## src/include/fmcfg_pkg.sv

```systemverilog
// Package with register map, field layout and constants of the config bank
package fmcfg_pkg;

  localparam int ADDR_W = 8;
  localparam int DATA_W = 8;
  localparam int TEMP_W = 8;
  localparam int FAN_N  = 4;

  // Register offsets
  localparam logic [7:0] PIN_OT_CFG_ADDR = 8'h7D;
  localparam logic [7:0] FTEST_ONE_ADDR  = 8'h7E;
  localparam logic [7:0] FTEST_TWO_ADDR  = 8'h7F;
  localparam logic [7:0] TWOS_CFG_ADDR   = 8'h7C;
  localparam logic [7:0] LOCK_CFG_ADDR   = 8'h40;
  localparam logic [7:0] FAN_MAX_ADDR0   = 8'h38;
  localparam logic [7:0] FAN_MAX_ADDR1   = 8'h39;
  localparam logic [7:0] FAN_MAX_ADDR2   = 8'h3A;

  // Field positions in the pin and overtemp, twos and lock registers
  localparam int PIN_FN_LO   = 0;
  localparam int OT_DIS_BIT  = 2;
  localparam int MAXFULL_BIT = 3;
  localparam int BYPASS_BIT  = 5;
  localparam int TWOS_BIT    = 0;
  localparam int LOCK_BIT    = 1;

  // Writable bits of the pin and overtemp register
  localparam logic [7:0] PIN_OT_MASK = 8'h2F;

  // Reset values
  localparam logic [7:0] PIN_OT_RST  = 8'h00;
  localparam logic [7:0] FTEST_RST   = 8'h00;
  localparam logic [7:0] FAN_MAX_RST = 8'hFF;
  localparam logic [7:0] READ_ZERO   = 8'h00;

  // Disabled overtemp limit codes: -64 C offset-64, -128 C twos complement
  localparam logic [7:0] OT_OFF_OFS64 = 8'h00;
  localparam logic [7:0] OT_OFF_TWOS  = 8'h80;
  localparam logic [7:0] FULL_SPEED   = 8'hFF;

  // Core voltage scaling: bypass full scale 2.2965 V, attenuated scale
  localparam logic [7:0] VCODE_MAX = 8'hFF;

  // Shared pin functions
  typedef enum logic [1:0] {
    FMCFG_FN_TACH  = 2'h0,
    FMCFG_FN_OT    = 2'h1,
    FMCFG_FN_ALERT = 2'h2,
    FMCFG_FN_GPIO  = 2'h3
  } fmcfg_pin_fn_t;

endpackage : fmcfg_pkg

```

## src/rtl/fmcfg_ot_chan.sv

```systemverilog
// One temperature channel overtemp comparator with limit disable detect
`timescale 1ns/1ns
`default_nettype none
module fmcfg_ot_chan
  import fmcfg_pkg::*;
#(
  parameter int W = TEMP_W
) (
  input  wire logic [W-1:0] temp,
  input  wire logic [W-1:0] limit,
  input  wire logic         twos_mode,
  output logic              over
);

  logic         disabled;
  logic [W-1:0] t_cmp;
  logic [W-1:0] l_cmp;

  // Twos mode flips sign bit so unsigned compare works
  always_comb begin
    t_cmp = twos_mode ? {~temp[W-1], temp[W-2:0]} : temp;
    l_cmp = twos_mode ? {~limit[W-1], limit[W-2:0]} : limit;
    disabled = twos_mode ? (limit == OT_OFF_TWOS) : (limit == OT_OFF_OFS64);
    over = !disabled && (t_cmp > l_cmp);
  end

endmodule : fmcfg_ot_chan
`default_nettype wire

```

## src/rtl/fmcfg_vscale.sv

```systemverilog
// Core voltage code scaling with optional attenuator bypass
`timescale 1ns/1ns
`default_nettype none
module fmcfg_vscale
  import fmcfg_pkg::*;
(
  input  wire logic [7:0] raw_code,
  input  wire logic       bypass,
  output logic [7:0]      code
);

  logic [8:0] half;

  // bypass uses full 0x00..0xFF span of 0 V..2.2965 V
  always_comb begin
    half = {1'b0, raw_code} + 9'h001;
    if (bypass) begin
      code = raw_code;
    end else begin
      code = half[8:1];
    end
    if (code > VCODE_MAX) begin
      code = VCODE_MAX;
    end
  end

endmodule : fmcfg_vscale
`default_nettype wire

```

## src/rtl/fmcfg_top.sv

```systemverilog
// Pin and overtemp configuration bank with its consumers
`timescale 1ns/1ns
`default_nettype none
// Notes on behaviour
// - Two bits route shared pin function
// - Disable bit suppresses overtemp output everywhere
// - Lowest limit code disables channel overtemp
// - Select clear: overtemp forces full speed
// - Select set: overtemp uses per-fan maximum on the first three fans, full speed on the fourth
// - Bypass gives 0..2.2965 V full scale
// - Lock bit makes register read-only
// - Two test registers read-only, zero
// - Register powers up all zeros
// - Twos select sets limit encoding
module fmcfg_top
  import fmcfg_pkg::*;
#(
  parameter int NCH = 3
) (
  input  wire logic                   clk,
  input  wire logic                   rst_b,
  input  wire logic [ADDR_W-1:0]      addr,
  input  wire logic [DATA_W-1:0]      wdata,
  input  wire logic                   wr,
  input  wire logic                   rd,
  output logic [DATA_W-1:0]           rdata,
  input  wire logic [NCH*TEMP_W-1:0]  temp_in,
  input  wire logic [NCH*TEMP_W-1:0]  ot_limit_in,
  input  wire logic [7:0]             core_raw_in,
  input  wire logic [FAN_N*8-1:0]     fan_duty_in,
  input  wire logic                   shared_pin_in,
  input  wire logic                   alert_req,
  input  wire logic                   gpio_oe_req,
  input  wire logic                   gpio_out_req,
  output logic                        shared_pin_out,
  output logic                        shared_pin_oe,
  output logic                        fan4_tach_input,
  output logic                        gpio_in,
  output logic                        overtemp_ext_in,
  output logic                        overtemp_active,
  output logic [FAN_N*8-1:0]          fan_duty_out,
  output logic [7:0]                  core_code
);

  typedef struct packed {
    logic [7:0]           cfg;
    logic                 twos;
    logic                 lock;
    logic [3*8-1:0]       fan_max;
    logic [DATA_W-1:0]    rdata;
    logic                 pin_s1;
    logic                 pin_s2;
    logic                 pin_out;
    logic                 pin_oe;
    logic                 tach;
    logic                 gpin;
    logic                 ot_in;
    logic                 ot_act;
    logic [FAN_N*8-1:0]   duty;
    logic [7:0]           vcode;
  } fmcfg_state_t;

  fmcfg_state_t s_q;
  fmcfg_state_t s_d;

  logic [NCH-1:0] ch_over;
  logic [7:0]     vcode_w;
  logic           any_over;
  logic           ot_enabled;
  fmcfg_pin_fn_t  pin_fn;

  // Per-channel comparators
  genvar gi;
  generate
    for (gi = 0; gi < NCH; gi++) begin : g_ch
      fmcfg_ot_chan #(.W(TEMP_W)) u_ch (
        .temp      (temp_in[gi*TEMP_W +: TEMP_W]),
        .limit     (ot_limit_in[gi*TEMP_W +: TEMP_W]),
        .twos_mode (s_q.twos),
        .over      (ch_over[gi])
      );
    end
  endgenerate

  // Core voltage scaling
  fmcfg_vscale u_vs (
    .raw_code (core_raw_in),
    .bypass   (s_q.cfg[BYPASS_BIT]),
    .code     (vcode_w)
  );

  assign pin_fn     = fmcfg_pin_fn_t'(s_q.cfg[PIN_FN_LO +: 2]);
  assign ot_enabled = !s_q.cfg[OT_DIS_BIT];
  assign any_over   = ot_enabled && (|ch_over);

  // Next state
  always_comb begin
    s_d = s_q;
    s_d.pin_s1 = shared_pin_in;
    s_d.pin_s2 = s_q.pin_s1;
    // Register writes
    if (wr) begin
      case (addr)
        PIN_OT_CFG_ADDR: begin
          if (!s_q.lock) begin
            s_d.cfg = wdata & PIN_OT_MASK;
          end
        end
        TWOS_CFG_ADDR: begin
          if (!s_q.lock) begin
            s_d.twos = wdata[TWOS_BIT];
          end
        end
        LOCK_CFG_ADDR: begin
          // Lock is sticky until reset
          s_d.lock = s_q.lock | wdata[LOCK_BIT];
        end
        FAN_MAX_ADDR0: s_d.fan_max[0 +: 8]  = wdata;
        FAN_MAX_ADDR1: s_d.fan_max[8 +: 8]  = wdata;
        FAN_MAX_ADDR2: s_d.fan_max[16 +: 8] = wdata;
        default: begin
        end
      endcase
    end
    // Register reads, data the next cycle
    s_d.rdata = READ_ZERO;
    if (rd) begin
      case (addr)
        PIN_OT_CFG_ADDR: s_d.rdata = s_q.cfg & PIN_OT_MASK;
        FTEST_ONE_ADDR:  s_d.rdata = FTEST_RST;
        FTEST_TWO_ADDR:  s_d.rdata = FTEST_RST;
        TWOS_CFG_ADDR:   s_d.rdata = {7'h00, s_q.twos};
        LOCK_CFG_ADDR:   s_d.rdata = {6'h00, s_q.lock, 1'b0};
        FAN_MAX_ADDR0:   s_d.rdata = s_q.fan_max[0 +: 8];
        FAN_MAX_ADDR1:   s_d.rdata = s_q.fan_max[8 +: 8];
        FAN_MAX_ADDR2:   s_d.rdata = s_q.fan_max[16 +: 8];
        default:         s_d.rdata = READ_ZERO;
      endcase
    end
    s_d.pin_out = 1'b0;
    s_d.pin_oe  = 1'b0;
    s_d.tach    = 1'b0;
    s_d.gpin    = 1'b0;
    s_d.ot_in   = 1'b0;
    case (pin_fn)
      FMCFG_FN_TACH: begin
        s_d.tach = s_q.pin_s2;
      end
      FMCFG_FN_OT: begin
        // Open-drain, active low overtemp signal
        s_d.pin_oe = any_over;
        s_d.ot_in  = !s_q.pin_s2;
      end
      FMCFG_FN_ALERT: begin
        s_d.pin_oe = alert_req;
      end
      FMCFG_FN_GPIO: begin
        s_d.pin_oe  = gpio_oe_req;
        s_d.pin_out = gpio_out_req;
        s_d.gpin    = s_q.pin_s2;
      end
      default: begin
      end
    endcase
    s_d.ot_act = any_over;
    // Fan override on overtemp
    s_d.duty = fan_duty_in;
    if (any_over) begin
      for (int f = 0; f < FAN_N; f++) begin
        if (s_q.cfg[MAXFULL_BIT] && f < 3) begin
          s_d.duty[f*8 +: 8] = s_q.fan_max[f*8 +: 8];
        end else begin
          s_d.duty[f*8 +: 8] = FULL_SPEED;
        end
      end
    end
    s_d.vcode = vcode_w;
  end

  // State register
  always_ff @(posedge clk or negedge rst_b) begin
    if (!rst_b) begin
      s_q         <= '0;
      s_q.cfg     <= PIN_OT_RST;
      s_q.fan_max <= {3{FAN_MAX_RST}};
    end else begin
      s_q <= s_d;
    end
  end

  // Outputs straight from flops
  assign rdata           = s_q.rdata;
  assign shared_pin_out  = s_q.pin_out;
  assign shared_pin_oe   = s_q.pin_oe;
  assign fan4_tach_input = s_q.tach;
  assign gpio_in         = s_q.gpin;
  assign overtemp_ext_in = s_q.ot_in;
  assign overtemp_active = s_q.ot_act;
  assign fan_duty_out    = s_q.duty;
  assign core_code       = s_q.vcode;

endmodule : fmcfg_top
`default_nettype wire

```

## config.mk

```make
export PLATFORM = sky130hd
export DESIGN_NAME = fmcfg_top
export DESIGN_NICKNAME = d
export VERILOG_FILES = /design/src/include/fmcfg_pkg.sv /design/src/rtl/fmcfg_ot_chan.sv /design/src/rtl/fmcfg_vscale.sv /design/src/rtl/fmcfg_top.sv
export SDC_FILE = /design/constraint.sdc
export NUM_CORES = 1
export LEC_CHECK = 0
export ABC_AREA = 1
export BUFFER_PORTS_ARGS = -buffer_cell sky130_fd_sc_hd__buf_4
export CAP_MARGIN = 30
export CELL_PAD_IN_SITES_DETAIL_PLACEMENT = 1
export CELL_PAD_IN_SITES_GLOBAL_PLACEMENT = 1
export CORE_MARGIN = 2
export CORE_UTILIZATION = 39
export DETAILED_ROUTE_END_ITERATION = 8
export PLACE_DENSITY_LB_ADDON = 0.1
export RECOVER_POWER = 100
export SETUP_SLACK_MARGIN = 0.2
export SLEW_MARGIN = 40
export SYNTH_ARGS = -nofsm -noshare
export SYNTH_HDL_FRONTEND = slang
export SYNTH_SLANG_ARGS = --single-unit
```

## constraint.sdc

```tcl
create_clock -name clk -period 4.1 [get_ports clk]
set_input_delay 0.205 -clock clk [delete_from_list [all_inputs] [get_ports clk]]
set_output_delay 0.205 -clock clk [all_outputs]
set_load 0.03 [all_outputs]
```

-- Yosys cells after proc, flatten, opt, wreduce, memory -nomap -nowiden
Index checks and enable logic that the tools add are counted.
- eq/ne operators: 12
- bitwise operators: 8
- magnitude comparators: 4
- multiplexer cells: 22
- $add $sub $neg: 1
- reductions and logical operators: 20
- operator list (cell ; number):
    $mux 8 ; 12
    $pmux 8 s6 ; 1
    $mux 32 ; 1
    $eq 8x6->1 const B ; 3
    $eq 8x7->1 const B ; 3
    $eq 8x8->1 const B ; 3
    $gt 8x8->1 ; 3
    $logic_not 8->1 ; 3
    $add 8x1->9 const B ; 1
    $gt 8x8->1 const B ; 1
    $reduce_and 2->1 ; 4
    $mux 1 ; 7
    $not 1->1 ; 7
    $reduce_and 3->1 ; 2
    $logic_not 1->1 ; 5
    $eq 2x2->1 const B ; 2
    $logic_and 1x1->1 ; 4
    $pmux 1 s3 ; 1
    $reduce_or 3->1 ; 1
    $eq 2x1->1 const B ; 1
    $logic_not 2->1 ; 1
    $or 1x1->1 ; 1
- input port bits: 112
- flip-flop bits (word level): 87
- logic and storage cells: 84

-- Logic depth before layout (Yosys ltp)
- word-level depth: 7
- gate-level depth with buffers: 15
- depth with buffers taken out: 14

-- Hierarchy
From an unflattened synthesis, not the netlist that was laid out.
- cells, all modules: 645
- area, all modules: 5173.7 um2
- modules (own cells, without submodules) (module ; instances ; cells each ; area an instance (um2)):
    fmcfg_top ; 1 ; 423 ; 4041.4
    fmcfg_ot_chan ; 3 ; 59 ; 300.3
    fmcfg_vscale ; 1 ; 45 ; 231.5

-- Worst setup path after synthesis
Ideal clock, no wire load.
- path type: reg-to-reg
- start: register s_q[81] (netlist name)
- end: register s_q, in the netlist fan_duty_out[10]
- stages on the path, launching flop included: 13
- buffers on the path: 2
- required time: 3.983 ns
- slack: 2.178 ns
- setup time: 0.117 ns
- data arrival time: 1.805 ns
- cells stage by stage: dfrtp_1 -> buf_6 -> xor2_1 -> ha_1 -> nand2_1 -> nor2_1 -> nand2_1 -> a21boi_1 -> nand2_1 -> nand3_2 -> buf_4 -> nand3_1 -> nand2_1
- RTL lines (element ; line ; source):
    from (decl) ; fmcfg_top.sv:63 ; fmcfg_state_t s_q;

==> summary.md <==
| Metric | Value |
|---|---|
| Status | `complete, but fails checks` |
| Violated checks | `max-capacitance violations, max-slew violations` |
| Syn nets | `769` |
| Die area | `13,600 um^2` |
| Cell area after layout | `6030 um^2` |
| Worst Setup End Kind | `register` |
| Period utilisation layout | `77.6%` |
| Filler cells | `1,639` |
| HP Class | `input port to register` |
| Pwr Density | `358 nW/um^2` |
| Cell internal pwr | `1.51 mW` |
| Peak VDD IR | `0.276 mV` |
| Register area share after synthesis | `44.5%` |
| Fin util | `48.2%` |
| Switching share of power | `30.3%` |
| CORE AREA | `12,500 um^2` |
| Vias/cell | `4.66` |
| Drt drc | `0` |
| Placed instance count | `907` |
| Sequential Power Share | `43.8%` |
| Dpl hpwl | `10,900 um` |
| Clock Skew | `4.81 ps` |
| CP bufs+invs | `0` |
| Drt first pass iters | `4` |
| #FFs+latches synth | `87` |
| Slowest stage delay, CP | `680 ps` |
| Post-DRT Antenna Nets | `0` |
| CTS Buf Count | `9` |
| CTS root buffer | `clkbuf_16` |
| Worst EP arrival | `3390 ps` |
| Maxcap violations | `1` |
| Mean Syn Cell Area | `7.84 um^2` |
| Placed Area | `5960 um^2` |
| Crit-path cells | `xor2_1, ha_1, nand2_1, nor2_1, nand2_1, a21boi_1, nand2_1, nand3_1, nand2_4, nand2_1` |
| Synth Warn # | `0` |
| Final layout net count | `885` |
| Grt ovf | `0` |
| Clk_lat worst skew | `350 ps` |
| CP max-delay cell | `nand3_1` |
| # IOs | `166` |
| H-tree depth | `3` |
| Final Hold Vio Count | `0` |
| Worst reg2reg startpoint | `s_q[81]` |
| Final setup viols | `0` |
| First-pass GRT wire length | `21,900 um` |
| Clock network power share | `36.3%` |
| Chip Height | `117 um` |
| Cells after synthesis | `632` |
| CP Launch Type | `register` |
| GRT Util Overall | `21.0%` |
| Final Critical Period | `3180 ps` |
| Final setup margin | `920 ps` |
| Total negative slack | `0 ps` |
| DR iter-0 viols | `173` |
| Area grow syn2layout | `21.7%` |
| CTS clk-pin slew, worst paths | `70 ps` |
| Initial Util | `39.6%` |
| Worst path top cell family by delay | `simple AND/OR/NAND/NOR gates` |
| Post-CTS resize count | `0` |
| DR vias | `4,313` |
| Critical Path RT | `4310 ps` |
| Overall Power | `2.16 mW` |
| Antenna violations before repair | `0` |
| Library cells used by synthesis | `27` |
| Worst Setup SP | `s_q[81]` |
| CP Max Fanout | `33` |
| Relative max-transition margin | `-50.0%` |
| Routed len/inst | `15.0 um` |
| GR Util met3 | `3.58%` |
| Die W | `117 um` |
| Non-Filler Instances | `925` |
| Site Rows | `41` |
| Leakage | `2.96 nW` |
| Most Crowded Layer GR | `met2` |
| Pins Over Slew Limit | `42` |
| Hold Slack | `40.4 ps` |
| RSZ-0062 raised after global routing | `false` |
| DRT Wirelength | `13,800 um` |
| Post-Syn Area | `4960 um^2` |
| Clock tree buffer depth | `2` |
| CTS tree | `done` |
| Met1 usage | `26.8%` |
| Ant diodes | `0` |
| Worst slew pin tran | `2250 ps` |
| Vias in the first global route | `4,485` |
| Crit path kind | `register to register` |
| Largest net degree at the start of global routing | `48` |
| R2r setup slk | `920 ps` |
| CP most frequent cell | `nand2_1` |
| Port Buf Inserts | `165` |
| P_sw | `0.654 mW` |
| Share of layout cells above drive strength 1 | `20.2%` |
| Clock sink count | `87` |
| Comb pwr share | `19.9%` |
| Worst slack, placed | `1280 ps` |
| Met2 Resource Use GR | `36.1%` |
| Hold Path Origin | `fan_duty_in[30]` |
| Fmax achieved | `314 MHz` |
| Routability cong. | `0.879` |
[worst paths after layout]
check                              endpoint  cells after the start
setup / recovery           fan_duty_out[24]                     10
setup reg to reg           fan_duty_out[24]                     10
hold / removal             fan_duty_out[30]                      3
hold reg to reg                     s_q[46]                      0
max in group asynchronous           s_q[85]                      3
min in group asynchronous      core_code[5]                      2
[kinds of logic after synthesis]
kind of cell,synth area share [%]
buf+inv,16.6
simple gates,23.1
flops,44.5
fa+ha+maj,6.31
compound gates,7.77
xor+xnor,1.69
[power groups by stage]
stage          clock [mW]  sequential [mW]  combinational, mW
5_1_grt             0.835            0.952              0.481
2_1_floorplan           0            0.958              0.313
3_3_place_gp            0            0.961              0.462
4_1_cts             0.804            0.948              0.480
3_5_place_dp            0            0.963              0.477
6_report            0.783            0.947              0.429
[per-layer routing]
metal	vias to the layer above	wire length, um
li1	2141	-
met1	2056	6200
met2	100	6740
met3	16	656
met4	0	229
met5	-	0
[synthesized netlist by cell type (all sizes together)]
master  number  area, um^2
clkinv       1        3.75
xnor2        3        48.8
inv         97         364
nand4        5        31.3
a21o         2        15.0
o22ai        8        50.1
o21a         2        15.0
a21oi       14        70.1
o31ai        1        7.51
a21boi       2        15.0
buf         54         420
nand2      185         702
nand3       37         190
nor3         7        46.3
xor2         4        35.0
o21ai       41         205
dfrtp       63        1580
dfstp       24         631
ha          25         313
clkbuf       9        33.8
nor2        47         176
o211ai       1        7.51
[cells in the final DEF, fill, tap and decap left out, drive strengths merged]
cell | synthesis | final
nand4 | 5 | 5
a21boi | 2 | 2
nand3 | 37 | 37
nand2 | 185 | 185
dfrtp | 63 | 63
dfstp | 24 | 24
clkinv | 1 | 4
o31ai | 1 | 1
dlygate4sd3 | 0 | 2
o21a | 2 | 2
nor3 | 7 | 7
a21o | 2 | 2
a21oi | 14 | 14
o211ai | 1 | 1
xnor2 | 3 | 3
xor2 | 4 | 4
nor2 | 47 | 47
clkinvlp | 0 | 1
inv | 97 | 99
buf | 54 | 106
o22ai | 8 | 8
ha | 25 | 25
o21ai | 41 | 41
clkbuf | 9 | 70
[tightest hold or removal path: stages]
cell,delay (ps)
buf_4,80
inv_1,30
nand2_1,50
[layout make-up]
class                   count  area [um^2]  share of cell area (%)
clock buffers              10          239                    3.96
clock inverters             6         43.8                   0.726
inverters                  98          368                    6.10
multi-input cells         384         1910                    31.7
flip-flops and latches     87         2210                    36.6
well taps                 172          215                    3.57
repair buffers            168         1040                    17.3
[state kept, by name (all words and copies together) (netlist names)]
register and cells:
core_code 8, fan4_tach_input 1, fan_duty_out 32, gpio_in 1, overtemp_active 1, overtemp_ext_in 1, pin_fn 2, rdata 8
s_d 1, s_q 30, shared_pin_oe 1, shared_pin_out 1
[what timing repair did]
| item | 4_1_cts | 5_1_grt |
|---|---|---|
| hold buffers | 2 | 0 |
| buffers inserted | 0 | 0 |
| hold endpoints to repair | 39 | 0 |
Note: power is estimated with default switching activity, not from simulation.
